**config.mk**
```make
export PLATFORM = sky130hd
export DESIGN_NAME = acdma_top
export DESIGN_NICKNAME = d
export VERILOG_FILES = /design/src/include/acdma_pkg.sv /design/src/acdma_top.sv /design/src/acdma_correct.sv
export SDC_FILE = /design/constraint.sdc
export NUM_CORES = 1
export LEC_CHECK = 0
export ABC_AREA = 1
export BUFFER_PORTS_ARGS = -buffer_cell sky130_fd_sc_hd__clkbuf_2
export CAP_MARGIN = 20
export CELL_PAD_IN_SITES_DETAIL_PLACEMENT = 1
export CELL_PAD_IN_SITES_GLOBAL_PLACEMENT = 2
export CORE_MARGIN = 10
export CORE_UTILIZATION = 40
export CTS_BUF_LIST = sky130_fd_sc_hd__clkbuf_4 sky130_fd_sc_hd__clkbuf_8
export DETAILED_ROUTE_END_ITERATION = 16
export GPL_TIMING_DRIVEN = 0
export PLACE_DENSITY_LB_ADDON = 0.1
export SYNTH_ARGS = -nofsm -noshare
export SYNTH_HDL_FRONTEND = slang
export SYNTH_HIERARCHICAL = 1
export SYNTH_SLANG_ARGS = --single-unit
export TNS_END_PERCENT = 5
```
**constraint.sdc**
```tcl
create_clock -name CLOCK -period 12.9 [get_ports CLOCK]
set_clock_uncertainty 0.15 [all_clocks]
set_input_delay 1.29 -clock CLOCK [delete_from_list [all_inputs] [get_ports CLOCK]]
set_output_delay 1.29 -clock CLOCK [all_outputs]
set_load 0.01 [all_outputs]
```
**src/include/acdma_pkg.sv**
```systemverilog
package acdma_pkg;

  // ----------------------------------------------------------------
  // register offsets (byte addresses)
  // ----------------------------------------------------------------
  localparam logic [4:0] ACDMA_OFS_CONFIG = 5'h00;
  localparam logic [4:0] ACDMA_OFS_OFFSET = 5'h04;
  localparam logic [4:0] ACDMA_OFS_GAIN   = 5'h08;
  localparam logic [4:0] ACDMA_OFS_STATUS = 5'h0C;
  localparam logic [4:0] ACDMA_OFS_START  = 5'h10;
  localparam logic [4:0] ACDMA_OFS_COUNT  = 5'h14;
  localparam logic [4:0] ACDMA_OFS_CTRL   = 5'h18;
  localparam logic [4:0] ACDMA_OFS_NEXT   = 5'h1C;

  // ----------------------------------------------------------------
  // field positions
  // ----------------------------------------------------------------
  localparam int ACDMA_CFG_EN    = 0;
  localparam int ACDMA_CTL_LOAD  = 0;
  localparam int ACDMA_CTL_RESET = 1;
  localparam int ACDMA_CTL_WRAP  = 2;
  localparam int ACDMA_CTL_RUN   = 3;
  localparam int ACDMA_ST_CLIP   = 0;
  localparam int ACDMA_ST_HALF   = 1;
  localparam int ACDMA_ST_FULL   = 2;
  localparam int ACDMA_ST_OVR    = 3;

  // ----------------------------------------------------------------
  // reset values and limits
  // ----------------------------------------------------------------
  localparam logic [15:0]        ACDMA_OFFSET_RST = 16'h0000;
  localparam logic [15:0]        ACDMA_GAIN_RST   = 16'h8000;
  localparam logic signed [18:0] ACDMA_SAT_HI     = 19'sh07FFF;
  localparam logic signed [18:0] ACDMA_SAT_LO     = 19'sh78000;
  localparam logic [15:0]        ACDMA_CLIP_HI    = 16'h7FFF;
  localparam logic [15:0]        ACDMA_CLIP_LO    = 16'h8000;
  localparam logic [31:0]        ACDMA_ADDR_STEP  = 32'h00000002;

  // ----------------------------------------------------------------
  // types
  // ----------------------------------------------------------------
  typedef enum logic [1:0] {ACDMA_IDLE, ACDMA_RUN, ACDMA_STOPPED} acdma_state_t;

  typedef struct packed {
    logic        valid;
    logic [15:0] data;
  } acdma_conv_t;

  typedef struct packed {
    logic        valid;
    logic        clip;
    logic [15:0] data;
  } acdma_corr_t;

endpackage

```
**src/acdma_top.sv**
```systemverilog
// Chosen here: the register addresses and the Avalon-MM interface to the registers.
`timescale 1ns/100ps
module acdma_top (
  // clock and reset
  input  wire logic                   CLOCK,
  input  wire logic                   RSTN,
  // register bus slave
  input  wire logic [4:0]             AVS_ADDRESS,
  input  wire logic                   AVS_READ,
  input  wire logic                   AVS_WRITE,
  input  wire logic [31:0]            AVS_WRITEDATA,
  output logic [31:0]                 AVS_READDATA,
  output logic                        AVS_WAITREQUEST,
  // converter side
  input  wire acdma_pkg::acdma_conv_t CONV_RESULT,
  output logic                        CONV_ENABLE,
  // RAM write master
  output logic [31:0]                 DMA_ADDRESS,
  output logic                        DMA_WRITE,
  output logic [15:0]                 DMA_WRITEDATA,
  input  wire logic                   DMA_WAITREQUEST
);
  import acdma_pkg::*;

  typedef struct packed {
    acdma_state_t st;
    logic [15:0]  cfg;
    logic [15:0]  offset;
    logic [15:0]  gain;
    logic [31:0]  start;
    logic [15:0]  size;
    logic [15:0]  count;
    logic [31:0]  nextaddr;
    logic         wrap;
    logic [3:0]   status;
    logic         drop;
    logic         pend;
    logic [15:0]  pend_data;
    logic         dma_wr;
    logic         av_wait;
    logic [31:0]  rdata;
  } acdma_top_s_t;

  acdma_top_s_t s_q;
  acdma_top_s_t s_d;
  acdma_conv_t  corr_in;
  acdma_corr_t  corr_out;
  logic         conv_ok;
  logic         dma_acc;
  logic         wr_done;
  logic         ctl_wr;
  logic [15:0]  cnt_inc;
  logic [15:0]  half_mark;
  logic [3:0]   st_set;
  logic [3:0]   st_clr;

  // ----------------------------------------------------------------
  // helpers
  // ----------------------------------------------------------------
  assign dma_acc   = s_q.dma_wr && !DMA_WAITREQUEST;
  assign wr_done   = !s_q.av_wait && AVS_WRITE;
  assign ctl_wr    = wr_done && AVS_ADDRESS == ACDMA_OFS_CTRL;
  assign cnt_inc   = s_q.count + 16'h0001;
  assign half_mark = {1'b0, s_q.size[15:1]};

  acdma_correct u_correct (
    .clk     (CLOCK),
    .rstn    (RSTN),
    .raw_in  (corr_in),
    .offset  (s_q.offset),
    .gain    (s_q.gain),
    .res_out (corr_out)
  );

  // ----------------------------------------------------------------
  // next state
  // ----------------------------------------------------------------
  always_comb begin
    s_d    = s_q;
    st_set = 4'h0;
    st_clr = 4'h0;

    // results arrive only while enabled; the modulator is free running then
    conv_ok       = CONV_RESULT.valid && s_q.cfg[ACDMA_CFG_EN];
    corr_in.valid = conv_ok && !s_q.drop;
    corr_in.data  = CONV_RESULT.data;
    if (conv_ok) begin
      s_d.drop = 1'b0;
    end

    // corrected sample to the single holding slot
    if (corr_out.valid) begin
      st_set[ACDMA_ST_CLIP] = corr_out.clip;
      if (s_q.st == ACDMA_RUN && !s_q.pend) begin
        s_d.pend      = 1'b1;
        s_d.pend_data = corr_out.data;
      end else if (s_q.st != ACDMA_IDLE) begin
        // no room: a stopped buffer (linear and full, or loaded empty) or a slot still in flight
        st_set[ACDMA_ST_OVR] = 1'b1;
      end
    end

    // halfword write to RAM
    if (s_q.pend && !s_q.dma_wr && s_q.st == ACDMA_RUN) begin
      s_d.dma_wr = 1'b1;
    end
    if (dma_acc) begin
      s_d.dma_wr = 1'b0;
      s_d.pend   = 1'b0;
      if (s_q.st == ACDMA_RUN) begin
        s_d.nextaddr = s_q.nextaddr + ACDMA_ADDR_STEP;
        s_d.count    = cnt_inc;
        if (cnt_inc == half_mark) begin
          st_set[ACDMA_ST_HALF] = 1'b1;
        end
        if (cnt_inc == s_q.size) begin
          st_set[ACDMA_ST_FULL] = 1'b1;
          if (s_q.wrap) begin
            s_d.nextaddr = s_q.start;
            s_d.count    = 16'h0000;
          end else begin
            s_d.st = ACDMA_STOPPED;
          end
        end
      end
    end

    // register bus: waitrequest drops one cycle after the request appears
    if (s_q.av_wait) begin
      if (AVS_READ || AVS_WRITE) begin
        s_d.av_wait = 1'b0;
        case (AVS_ADDRESS)
          ACDMA_OFS_CONFIG: s_d.rdata = {16'h0000, s_q.cfg};
          ACDMA_OFS_OFFSET: s_d.rdata = {16'h0000, s_q.offset};
          ACDMA_OFS_GAIN:   s_d.rdata = {16'h0000, s_q.gain};
          ACDMA_OFS_STATUS: s_d.rdata = {28'h0000000, s_q.status};
          ACDMA_OFS_START:  s_d.rdata = s_q.start;
          ACDMA_OFS_COUNT:  s_d.rdata = {16'h0000, s_q.size};
          ACDMA_OFS_CTRL:   s_d.rdata = {28'h0000000, s_q.st == ACDMA_RUN, s_q.wrap, 2'b00};
          ACDMA_OFS_NEXT:   s_d.rdata = s_q.nextaddr;
          default:          s_d.rdata = 32'h00000000;
        endcase
      end
    end else begin
      s_d.av_wait = 1'b1;
      if (AVS_WRITE) begin
        case (AVS_ADDRESS)
          ACDMA_OFS_CONFIG: begin
            s_d.cfg  = AVS_WRITEDATA[15:0];
            s_d.drop = 1'b1;
          end
          ACDMA_OFS_OFFSET: s_d.offset = AVS_WRITEDATA[15:0];
          ACDMA_OFS_GAIN:   s_d.gain   = AVS_WRITEDATA[15:0];
          ACDMA_OFS_STATUS: st_clr     = AVS_WRITEDATA[3:0];
          ACDMA_OFS_START:  s_d.start  = {AVS_WRITEDATA[31:1], 1'b0};
          ACDMA_OFS_COUNT:  s_d.size   = AVS_WRITEDATA[15:0];
          ACDMA_OFS_CTRL: begin
            s_d.wrap = AVS_WRITEDATA[ACDMA_CTL_WRAP];
            if (AVS_WRITEDATA[ACDMA_CTL_RESET]) begin
              s_d.st       = ACDMA_IDLE;
              s_d.count    = 16'h0000;
              s_d.pend     = 1'b0;
              s_d.nextaddr = s_q.start;
            end
            if (AVS_WRITEDATA[ACDMA_CTL_LOAD]) begin
              // an empty buffer has nowhere to write, so it reads as stopped
              s_d.st       = (s_q.size == 16'h0000) ? ACDMA_STOPPED : ACDMA_RUN;
              s_d.count    = 16'h0000;
              s_d.pend     = 1'b0;
              s_d.nextaddr = s_q.start;
            end
          end
          default: ;
        endcase
      end
    end

    // a flag raised in the cycle it is cleared survives
    s_d.status = (s_q.status & ~st_clr) | st_set;
  end

  always_ff @(posedge CLOCK) begin
    if (!RSTN) begin
      s_q         <= '0;
      s_q.offset  <= ACDMA_OFFSET_RST;
      s_q.gain    <= ACDMA_GAIN_RST;
      s_q.av_wait <= 1'b1;
    end else begin
      s_q <= s_d;
    end
  end

  // ----------------------------------------------------------------
  // outputs
  // ----------------------------------------------------------------
  assign AVS_READDATA    = s_q.rdata;
  assign AVS_WAITREQUEST = s_q.av_wait;
  assign CONV_ENABLE     = s_q.cfg[ACDMA_CFG_EN];
  assign DMA_ADDRESS     = s_q.nextaddr;
  assign DMA_WRITE       = s_q.dma_wr;
  assign DMA_WRITEDATA   = s_q.pend_data;
endmodule

```
**src/acdma_correct.sv**
```systemverilog
`timescale 1ns/100ps
module acdma_correct (
  // clock and reset
  input  wire logic                   clk,
  input  wire logic                   rstn,
  // raw result and settings
  input  wire acdma_pkg::acdma_conv_t raw_in,
  input  wire logic [15:0]            offset,
  input  wire logic [15:0]            gain,
  // corrected result
  output acdma_pkg::acdma_corr_t      res_out
);
  import acdma_pkg::*;

  typedef struct packed {
    acdma_corr_t res;
  } acdma_cor_s_t;

  acdma_cor_s_t      s_q;
  acdma_cor_s_t      s_d;
  logic signed [16:0] sum;
  logic signed [33:0] prod;
  logic signed [18:0] scaled;
  logic [15:0]        clip_flag;

  always_comb begin
    s_d = s_q;
    sum = $signed({raw_in.data[15], raw_in.data}) + $signed({offset[15], offset});
    prod = sum * $signed({1'b0, gain});
    scaled = prod[33:15];
    s_d.res.clip = 1'b0;
    if (scaled > ACDMA_SAT_HI) begin
      clip_flag = ACDMA_CLIP_HI;
      s_d.res.clip = 1'b1;
    end else if (scaled < ACDMA_SAT_LO) begin
      clip_flag = ACDMA_CLIP_LO;
      s_d.res.clip = 1'b1;
    end else begin
      clip_flag = scaled[15:0];
    end
    s_d.res.data  = {clip_flag[15], clip_flag[15:1]};
    s_d.res.valid = raw_in.valid;
  end

  always_ff @(posedge clk) begin
    if (!rstn) begin
      s_q <= '0;
    end else begin
      s_q <= s_d;
    end
  end

  assign res_out = s_q.res;
endmodule

```
==> out/qor.csv, run 1 <==
stage;metric;value;unit
yosys;Syn Inst Count;3300;
timing;RSZ-0062 raised after global routing;no;
global_routing;initial antenna violation count;1;
yosys;Synth Flop Type;dfxtp_1;
cts;post-CTS setup buffer count;0;
drt;DRC;0;
timing;max_slew headroom;26.5;%
cells_and_area;area occupied by multi-input gates;15600;µm²
timing;fmax;104;MHz
timing;Slew Viols, Final;0;
worst_setup_path;Top cell by count, worst path;inv_1;
cts;Worst-path clk slew;0.06;ns
pwr;maximum vdd drop;0.0667;mV
cells_and_area;post-route cell area;26300;µm²
die;floorplan row count;89;
cells_and_area;number of fillers in the final layout;7575;
yosys;Warnings, synthesis;6;
cts;H-Tree Level Count;2;
cts;hold buffer count at cts;0;
job;MaxCap Viol Count;0;
worst_hold_path;min-delay worst type;register to register;
global_routing;largest net degree at the start of global routing;11;
worst_setup_path;critical path peak fanout;10;
cts;CTS-repair resized insts;0;
worst_setup_path;Crit-path slowest cell;fa_1;
yosys;share of flip-flops with an asynchronous set or reset;0;%
die;Die Y;263;µm
die;core area;58800;µm²
drt;routed length per instance;21.2;µm
global_routing;GR peak layer;met2;
cts;CTS tree;done;
cts;clk root buf;clkbuf_8;
cts;Clock Sink Count;219;
worst_setup_path;crit path capture type;register;
place;Post-DP HPWL;76.0;mm
die;starting density of the core;40.2;%
drt;post-route ant nets;0;
yosys;sequential area share after synthesis;18.6;%
place;number of buffers added on ports;141;
place;RePlAce Congestion;0.931;
global_routing;grt total ovfl;0;
worst_setup_path;CP peak stage delay;0.69;ns
global_routing;met3 usage;2.61;%
yosys;most common cell in the synthesized netlist;inv_1;
drt;post-DR vias/cell;5.17;
pwr;Power Dens Cells;66.6;nW/µm²
die;chip width;263;µm
global_routing;vias in the first global route;24400;
cts;Worst-Skew Late Latency;0.61;ns
yosys;Synth top cells by count;inv_1 (641), nand2_1 (620), nor2_1 (353), fa_1 (269), dfxtp_1 (219);
global_routing;M2 GR Usage;47.2;%
place;Inst Count DP;4215;
die;die area;69200;µm²
timing;final setup fails;0;
pwr;leakage;12.9;nW
drt;drt initial violations;1255;
yosys;Syn Nets;3735;
timing;Slew @ Worst Pin;1.10;ns
place;Cell Area, Placed;25300;µm²
global_routing;first-pass GRT wire length;142;mm
die;Ports;142;
cells_and_area;nets@finish;3920;
cells_and_area;Final Non-Filler Cells;4291;
yosys;post-synth top area share;22.8;%
yosys;synthesized cell area;23600;µm²
cells_and_area;share of post-route cells with drive strength above 1;12.1;%
timing;Fin Hold WS;0.305;ns
cells_and_area;Core Util, Final;44.7;%
cells_and_area;register area;4380;µm²
cts;clk buf depth;3;
cells_and_area;P&R area growth vs syn;11.2;%
worst_setup_path;WP data required;13.18;ns
worst_setup_path;Worst EP arrival;9.85;ns
global_routing;total track usage;26.1;%
yosys;register bit count reported by yosys;219;
timing;Tmin final;9.58;ns
yosys;Synth area leaders;fa_1 (23%), dfxtp_1 (19%), inv_1 (10%);
drt;Vias;22200;
global_routing;routing usage on met1;31.2;%
timing;TNS Setup;0;ns
drt;total wire length;90.9;mm
drt;TritonRoute pass-1 iters;7;
worst_setup_path;Worst setup SP type;primary input;
status;status;completed;
yosys;Netlist cell types;54;
yosys;number of flops mapped to enable cells by yosys;0;
timing;period utilization;74.2;%
yosys;cell accounting for the most synthesized area;fa_1;
yosys;Syn Area/Cell;7.16;µm²
worst_setup_path;Crit Path Category;primary input to register;
timing;Final Hold Vio Count;0;
cts;CTS buffer count;41;
-- routing by layer --
layer / part of all wire [%] / vias to the layer above
li1: - / 10500
met1: 41 / 11000
met2: 51 / 519
met3: 4.0 / 161
met4: 4.0 / 0
met5: 0 / -
-- power breakdown --
group / leakage, nW / internal [W] / switching [W]
combinational: 10.7 / 0.0000765 / 0.000182
sequential: 1.77 / 0.000686 / 0.00000573
clock: 0.507 / 0.000459 / 0.000340
-- worst paths after layout --
| path | startpoint | endpoint | slack [ns] | cells after the start |
|---|---|---|---|---|
| setup / recovery | CONV_RESULT[0] | u_correct/res_out[16] | 3.32 | 41 |
| hold / removal | u_correct/res_out[9] | DMA_WRITEDATA[9] | 0.30 | 2 |
| setup reg to reg | s_q[169] | u_correct/res_out[16] | 3.74 | 40 |
| hold reg to reg | u_correct/res_out[9] | DMA_WRITEDATA[9] | 0.30 | 2 |
-- cell families after synthesis --
group	after synthesis	share of synthesized area, %
and+or+nand+nor	1334	24.6
DFF	219	18.6
buffers and inverters	855	15.2
xor gates and xnor gates	70	2.68
adders and majority gates	376	28.5
AOI/OAI and AO/OA	446	10.5
-- placed cells by master (no fill, tap or decap), types with 7 or more instances in the layout --
master / n
buf_4: 85
nor2_1: 353
or2_2: 11
a21oi_1: 216
o22ai_1: 14
clkbuf_1: 87
inv_1: 641
nand4_1: 52
nor3_1: 28
nand2_1: 620
xor2_1: 51
nand3_1: 177
o21ai_0: 145
o2111ai_1: 8
dfxtp_1: 219
xnor2_1: 18
clkbuf_8: 59
fa_1: 269
a221oi_1: 11
ha_1: 107
nor4_1: 11
inv_2: 10
nand2_2: 28
nor2_2: 9
clkinv_1: 14
buf_6: 7
a21oi_2: 16
clkinv_2: 8
nand3_2: 16
clkbuf_2: 141
o21bai_1: 9
-- through the flow --
step	power, W	worst slack, ns
final	0.00175	3.32
after global placement	0.000961	2.93
after global routing	0.00182	2.74
after floorplan	0.000860	4.24
after CTS	0.00177	3.30
after detailed placement	0.000965	2.69
-- critical path: cells and delay by family --
family          cells  cell delay (ns)
compound gates      2             0.15
xor+xnor            1             0.15
fa+ha+maj           9             4.40
buf+inv            13             1.76
simple gates       16             2.08
-- registers in the layout, summed over array words and instances, names as in the netlist --
signal and count:
s_q 104, AVS_READDATA 32, DMA_ADDRESS 32, u_correct/res_out 17, DMA_WRITEDATA 16, half_mark 15, AVS_WAITREQUEST 1, CONV_ENABLE 1
DMA_WRITE 1
-- cell type report --
| type | count | area share [%] |
|---|---|---|
| flip-flops and latches | 219 | 16.7 |
| clock inverters | 12 | 0.457 |
| well taps | 773 | 3.68 |
| plain buffers | 189 | 4.19 |
| repair buffers | 142 | 2.71 |
| inverters | 666 | 9.52 |
| diodes | 1 | 0.00953 |
| multi-input cells | 2226 | 59.5 |
| clock buffers | 63 | 3.21 |
Note: power is estimated with default switching activity, not from simulation.
==> run 2, diff against run 1 <==
Settings changed: ABC_AREA 1 to 0, CORE_UTILIZATION 40 to 35.
Clock period 12.9 ns to 8.3 ns, I/O delays scaled along.
==> run 2 against run 1 <==
  * The flow now finishes with violations (negative setup slack)
  * Hold slack lost 0.013 ns
  * Area after synthesis fell by 6.5%
  * Final cell count shrank 12%
  * Sequential share of layout area up 0.25 points
  * Die area grew 6.4%
  * Combinational power increased by 63%
  * Critical path depth fell by 5
  * Non-clock buffer count increased by 86
  * Sequential power is 58% higher
  * Routed wire length is 6.4% lower
  * Clock power up 48%
  * Critical endpoint is now u_correct/res_out[11]
  * Highest routed layer is now met5
==> out/qor.csv, run 2 <==
stage;metric;value;unit;change
timing;fmax;118;MHz;
timing;period utilization;102;%;
timing;max_slew headroom;27.8;%;was 26.5%
die;die area;73600;µm²;was 69200 µm²
place;Placement Setup Slack;-2.10;ns;was 2.69 ns
timing;Slew Viols, Final;0;;unchanged
cts;clk root buf;clkbuf_8;;unchanged
die;core area;62700;µm²;was 58800 µm²
drt;drt initial violations;1006;;was 1255
global_routing;GR peak layer;met2;;unchanged
timing;Final Hold Vio Count;0;;unchanged
yosys;cell accounting for the most synthesized area;fa_1;;unchanged
yosys;Synth Flop Type;dfxtp_1;;unchanged
yosys;Warnings, synthesis;6;;unchanged
yosys;Netlist cell types;83;;was 54
worst_setup_path;Crit-path slowest cell;fa_1;;unchanged
worst_setup_path;Worst setup SP type;register;;was primary input
global_routing;met3 usage;3.67;%;was 2.61%
die;Ports;142;;unchanged
timing;Fin Hold WS;0.292;ns;was 0.305 ns
drt;DRC;0;;unchanged
cells_and_area;P&R area growth vs syn;17.4;%;was 11.2%
die;floorplan row count;92;;was 89
cts;H-Tree Level Count;2;;unchanged
global_routing;total track usage;23.0;%;was 26.1%
yosys;Syn Nets;3113;;was 3735
place;number of buffers added on ports;138;;was 141
pwr;Power Dens Cells;104;nW/µm²;was 66.6 nW/µm²
yosys;synthesized cell area;22100;µm²;was 23600 µm²
yosys;post-synth top area share;24.4;%;was 22.8%
cells_and_area;post-route cell area;25900;µm²;was 26300 µm²
yosys;register bit count reported by yosys;219;;unchanged
global_routing;first-pass GRT wire length;130;mm;was 142 mm
place;Post-DP HPWL;68.5;mm;was 76.0 mm
die;chip width;271;µm;was 263 µm
yosys;Synth area leaders;fa_1 (24%), dfxtp_1 (20%), nand2_1 (7.6%);;was fa_1 (23%), dfxtp_1 (19%), inv_1 (10%)
timing;Slew @ Worst Pin;1.08;ns;was 1.10 ns
yosys;share of flip-flops with an asynchronous set or reset;0;%;unchanged
global_routing;grt total ovfl;0;;unchanged
job;MaxCap Viol Count;0;;unchanged
cells_and_area;register area;4390;µm²;was 4380 µm²
cells_and_area;share of post-route cells with drive strength above 1;17.0;%;was 12.1%
yosys;sequential area share after synthesis;19.8;%;was 18.6%
cts;CTS tree;done;;unchanged
timing;Final WS setup;-0.193;ns;was 3.32 ns
cells_and_area;most frequent cells in the layout;nand2_1 (443), inv_1 (363), fa_1 (263);;was inv_1 (641), nand2_1 (620), nor2_1 (353)
drt;Vias;19400;;was 22200
cts;Worst-Skew Late Latency;0.61;ns;about the same
pwr;leakage;11.5;nW;was 12.9 nW
yosys;Synth top cells by count;nand2_1 (448), inv_1 (369), fa_1 (269), dfxtp_1 (219), a21oi_1 (205);;was inv_1 (641), nand2_1 (620), nor2_1 (353), fa_1 (269), dfxtp_1 (219)
yosys;number of flops mapped to enable cells by yosys;0;;unchanged
global_routing;M2 GR Usage;40.2;%;was 47.2%
cells_and_area;most common cell after layout, fill and taps aside;nand2_1;;was inv_1
yosys;most common cell in the synthesized netlist;nand2_1;;was inv_1
drt;total wire length;85.1;mm;was 90.9 mm
cts;clk buf depth;3;;unchanged
drt;post-DR vias/cell;5.11;;was 5.17
cells_and_area;max reg flops;104;;unchanged
global_routing;vias in the first global route;21200;;was 24400
drt;TritonRoute pass-1 iters;5;;was 7
place;RePlAce Congestion;0.872;;was 0.931
worst_setup_path;critical path peak fanout;6;;was 10
worst_setup_path;WP data required;8.62;ns;was 13.18 ns
status;failing checks;negative setup slack;;
timing;RSZ-0062 raised after global routing;yes;;was no
worst_setup_path;Top cell by count, worst path;fa_1;;was inv_1
cells_and_area;number of fillers in the final layout;7502;;was 7575
worst_setup_path;Worst EP arrival;8.81;ns;was 9.85 ns
timing;final setup fails;15;;was 0
cts;Clock Sink Count;219;;unchanged
status;status;finished with violations;;was completed
yosys;Syn Inst Count;2678;;was 3300
pwr;PnR Total Power;0.00269;W;was 0.00175 W
cts;CTS buffer count;41;;unchanged
timing;Tmin final;8.49;ns;
die;starting density of the core;35.2;%;was 40.2%
cells_and_area;nets@finish;3345;;was 3920
drt;routed length per instance;22.5;µm;was 21.2 µm
global_routing;largest net degree at the start of global routing;12;;was 11
cts;Worst-path clk slew;0.06;ns;about the same
pwr;maximum vdd drop;0.0740;mV;was 0.0667 mV
cells_and_area;Core Util, Final;41.3;%;was 44.7%
cells_and_area;Biggest register;s_q;;unchanged
worst_hold_path;min-delay worst type;register to register;;unchanged
drt;post-route ant nets;0;;unchanged
place;Cell Area, Placed;24100;µm²;was 25300 µm²
global_routing;routing usage on met1;28.9;%;was 31.2%
global_routing;initial antenna violation count;5;;was 1
worst_setup_path;Crit Path Category;register to register;;was primary input to register
yosys;Syn Area/Cell;8.25;µm²;was 7.16 µm²
worst_setup_path;CP peak stage delay;0.57;ns;was 0.69 ns
die;Die Y;271;µm;was 263 µm
cells_and_area;area occupied by multi-input gates;15700;µm²;was 15600 µm²
worst_setup_path;crit path capture type;register;;unchanged
run 2: routing by layer:
layer / vias up / part of all wire, %
met5: - / 0.027
met4: 4 / 2.8
met3: 129 / 4.5
met2: 415 / 49
met1: 9855 / 43
li1: 8964 / -
run 2: worst max-delay path: cells and delay by family (launching register included):
| kind | cells | cell delay, ns |
|---|---|---|
| AOI/OAI and AO/OA | 11 | 1.87 |
| xor gates and xnor gates | 1 | 0.28 |
| and+or+nand+nor | 7 | 0.96 |
| buffers and inverters | 8 | 0.87 |
| adders and majority gates | 9 | 3.82 |
| DFF | 1 | 0.37 |
run 2: repair_timing:
item	CTS	global route
hold endpoints to repair	0	0
pin swaps	28	34
gates cloned	1	0
buffers inserted	31	17
hold buffers	0	0
resized for setup	69	37
setup endpoints to repair	16	16
run 2: cells by family (layout without fill, tap and decap cells):
group / count (synthesis) / in the layout / synth area share, %
AOI/OAI and AO/OA: 431 / 431 / 12.4
and+or+nand+nor: 906 / 906 / 19.3
adders and majority gates: 380 / 380 / 30.6
muxes: 27 / 27 / 1.29
other: 0 / 2 / 0
xor gates and xnor gates: 117 / 117 / 4.67
DFF: 219 / 219 / 19.8
buffers and inverters: 598 / 861 / 11.9
run 2: per-stage QoR:
stage | TNS [ns] | instances
2_1_floorplan | 0 | 2678
3_3_place_gp | -30.18 | 3662
3_5_place_dp | -32.67 | 3664
4_1_cts | -3.44 | 3770
5_1_grt | -7.40 | 3788
6_report | -2.57 | 3789
run 2: layout make-up:
type | count | area share (%)
Antenna cell | 2 | 0.0193
Buffer | 228 | 5.28
Clock buffer | 67 | 3.24
Clock inverter | 7 | 0.285
Inverter | 370 | 5.37
Multi-Input combinational cell | 1861 | 60.4
Sequential cell | 219 | 16.9
Tap cell | 846 | 4.08
Timing Repair Buffer | 189 | 4.41
run 2: path summary, 6_finish.rpt:
path | startpoint | end | slack (ns) | cells past startpoint
hold reg to reg | u_correct/res_out[11] | DMA_WRITEDATA[11] | 0.29 | 2
setup reg to reg | s_q[169] | u_correct/res_out[11] | -0.19 | 36
hold / removal | u_correct/res_out[11] | DMA_WRITEDATA[11] | 0.29 | 2
setup / recovery | s_q[169] | u_correct/res_out[11] | -0.19 | 36
run 2: power by group:
group          switching, W  total (W)  internal [W]
Clock              0.000507    0.00118      0.000673
Combinational      0.000267   0.000421      0.000154
Sequential        0.0000127    0.00109       0.00107
==> run 3, diff against run 2 <==
Settings changed: ABC_AREA 0 to 1, CORE_MARGIN 10 to default, CORE_UTILIZATION 35 to 34.
==> run 3 against run 2 <==
  * The flow now finishes without violations
  * Flip-flop and latch count is the same
  * Register-to-register slack improved by 0.63 ns
  * Final cell count increased by 18%
  * Final area up 3.2%
  * Largest cell class unchanged
  * Sequential share of layout area fell by 0.55 points
  * Non-clock buffer count is 69 lower
  * Core utilization decreased by 2.4 points
  * Worst setup slack better by 0.63 ns
  * Largest power group unchanged
  * Highest routed layer is now met4
==> out/qor.csv, run 3 (synthesis results as in run 1) <==
stage;metric;value;unit;change
die;Die Y;266;µm;was 271 µm
cells_and_area;share of post-route cells with drive strength above 1;14.0;%;was 17.0%
cells_and_area;area occupied by multi-input gates;15900;µm²;was 15700 µm²
worst_setup_path;Worst setup SP type;register;;unchanged
cells_and_area;P&R area growth vs syn;13.3;%;was 17.4%
global_routing;M2 GR Usage;48.7;%;was 40.2%
cts;Worst-Skew Late Latency;0.61;ns;about the same
cells_and_area;Biggest register;s_q;;unchanged
worst_setup_path;crit path capture type;register;;unchanged
cts;clk buf depth;3;;unchanged
cells_and_area;most common cell after layout, fill and taps aside;inv_1;;was nand2_1
die;floorplan row count;96;;was 92
cts;CTS tree;done;;unchanged
global_routing;total track usage;27.0;%;was 23.0%
pwr;Gate power share;16.4;%;was 15.7%
drt;post-DR vias/cell;4.94;;was 5.11
cells_and_area;register area;4390;µm²;about the same
worst_setup_path;launch point of the worst reg-to-reg path;s_q[179];;was s_q[169]
cells_and_area;Core Util, Final;39.0;%;was 41.3%
worst_setup_path;Crit-path slowest cell;fa_1;;unchanged
cells_and_area;max reg flops;104;;unchanged
cts;CTS buffer count;41;;unchanged
cts;H-Tree Level Count;2;;unchanged
worst_setup_path;Worst EP arrival;8.21;ns;was 8.81 ns
drt;DRC;0;;unchanged
pwr;Power Dens Cells;98.5;nW/µm²;was 104 nW/µm²
timing;Final Hold Vio Count;0;;unchanged
pwr;leakage;13.0;nW;was 11.5 nW
global_routing;largest net degree at the start of global routing;11;;was 12
worst_hold_path;worst min-delay path startpoint;u_correct/res_out[7];;was u_correct/res_out[11]
worst_setup_path;CP peak stage delay;0.56;ns;was 0.57 ns
drt;routed length per instance;20.9;µm;was 22.5 µm
die;starting density of the core;34.4;%;was 35.2%
timing;Tmin final;7.86;ns;was 8.49 ns
cts;Clock Sink Count;219;;unchanged
drt;total wire length;93.1;mm;was 85.1 mm
timing;fmax;127;MHz;was 118 MHz
global_routing;met3 usage;2.33;%;was 3.67%
die;chip width;266;µm;was 271 µm
drt;post-route ant nets;0;;unchanged
timing;TNS Setup;0;ns;was -2.57 ns
timing;max_slew headroom;33.7;%;was 27.8%
worst_setup_path;reg-to-reg slack, setup;0.44;ns;was -0.19 ns
cts;clk root buf;clkbuf_8;;unchanged
place;Placement Setup Slack;-1.40;ns;was -2.10 ns
worst_setup_path;Critical R2R Capture;u_correct/res_out[10];;was u_correct/res_out[11]
global_routing;routing usage on met1;33.6;%;was 28.9%
global_routing;grt total ovfl;0;;unchanged
cells_and_area;nets@finish;3937;;was 3345
worst_setup_path;critical path peak fanout;10;;was 6
cells_and_area;most frequent cells in the layout;inv_1 (636), nand2_1 (612), nor2_1 (344);;was nand2_1 (443), inv_1 (363), fa_1 (263)
global_routing;vias in the first global route;24200;;was 21200
worst_setup_path;Setup crit end;u_correct/res_out[10];;was u_correct/res_out[11]
pwr;Sw Ratio;30.7;%;was 29.3%
place;Post-DP HPWL;77.5;mm;was 68.5 mm
timing;Final WS setup;0.441;ns;was -0.193 ns
pwr;PnR Total Power;0.00264;W;was 0.00269 W
job;MaxCap Viol Count;0;;unchanged
timing;final setup fails;0;;was 15
worst_setup_path;Worst R2R Path Depth;32;;was 36
global_routing;GR peak layer;met2;;unchanged
worst_setup_path;Crit Path Category;register to register;;unchanged
worst_setup_path;CP Launch Point;s_q[179];;was s_q[169]
drt;TritonRoute pass-1 iters;4;;was 5
worst_setup_path;WP data required;8.65;ns;was 8.62 ns
timing;Slew Viols, Final;0;;unchanged
pwr;Net Switching;0.000809;W;was 0.000787 W
die;Ports;142;;unchanged
die;die area;70500;µm²;was 73600 µm²
global_routing;first-pass GRT wire length;145;mm;was 130 mm
cells_and_area;number of fillers in the final layout;8796;;was 7502
die;core area;68700;µm²;was 62700 µm²
cts;hold buffer count at cts;0;;unchanged
place;number of buffers added on ports;141;;was 138
place;RePlAce Congestion;0.902;;was 0.872
pwr;Clock Power Share;42.8;%;was 43.9%
pwr;Int Pwr;0.00183;W;was 0.00190 W
drt;Vias;22000;;was 19400
pwr;Sequential Power Share;40.8;%;was 40.4%
global_routing;initial antenna violation count;1;;was 5
status;status;completed;;was finished with violations
timing;Slew @ Worst Pin;0.991;ns;was 1.08 ns
drt;drt initial violations;1139;;was 1006
worst_hold_path;min-delay worst type;register to register;;unchanged
timing;period utilization;94.7;%;was 102%
cts;Worst-path clk slew;0.06;ns;about the same
pwr;maximum vdd drop;0.0735;mV;was 0.0740 mV
run 3: repair_timing:
| action | CTS | global route |
|---|---|---|
| pin swaps | 3 | 13 |
| setup endpoints to repair | 16 | 16 |
| setup buffers | 4 | 13 |
| gates resized for setup | 22 | 50 |
run 3: worst max-delay path, delay by kind of cell, from the launching register on:
family	cells	cell delay (ns)
fa+ha+maj	8	3.86
simple gates	13	2.05
compound gates	4	0.76
buf+inv	7	0.51
flops	1	0.44
run 3: final cells by class:
type                            instances  area share (%)
Antenna cell                            2          0.0187
Buffer                                189            4.17
Clock buffer                           64            3.06
Clock inverter                          8           0.150
Inverter                              666            9.41
Multi-Input combinational cell       2226            59.3
Sequential cell                       219            16.4
Tap cell                              931            4.35
Timing Repair Buffer                  159            3.19
run 3: power groups by stage:
stage	Combinational, W	Sequential [W]	Clock [W]
after floorplan	0.000244	0.00109	0
after global placement	0.000406	0.00110	0
after detailed placement	0.000410	0.00110	0
after CTS	0.000418	0.00107	0.00116
after global routing	0.000475	0.00108	0.00120
final	0.000433	0.00108	0.00113
run 3: how the worst min path moves through the flow:
stage / depth (start not counted) / end
CTS: 2 / DMA_WRITEDATA[7]
detailed placement: 2 / DMA_WRITEDATA[7]
global placement: 2 / DMA_WRITEDATA[13]
global route: 2 / AVS_READDATA[3]
finish: 2 / DMA_WRITEDATA[7]
floorplan: 2 / s_q[52]
run 3: per-stage QoR:
step	cells	hold WS, ns	instance area [µm²]
5_1_grt	4463	0.339	26800
6_report	4464	0.311	26800
3_5_place_dp	4373	0.299	25500
2_1_floorplan	3300	0.279	23600
3_3_place_gp	4372	0.295	25500
4_1_cts	4449	0.317	26500
run 3: routing by layer:
metal  wire, µm  part of all wire, %
met3       2740                  2.9
met1      40000                   43
met5          0                    0
met2      46800                   50
met4       3640                  3.9
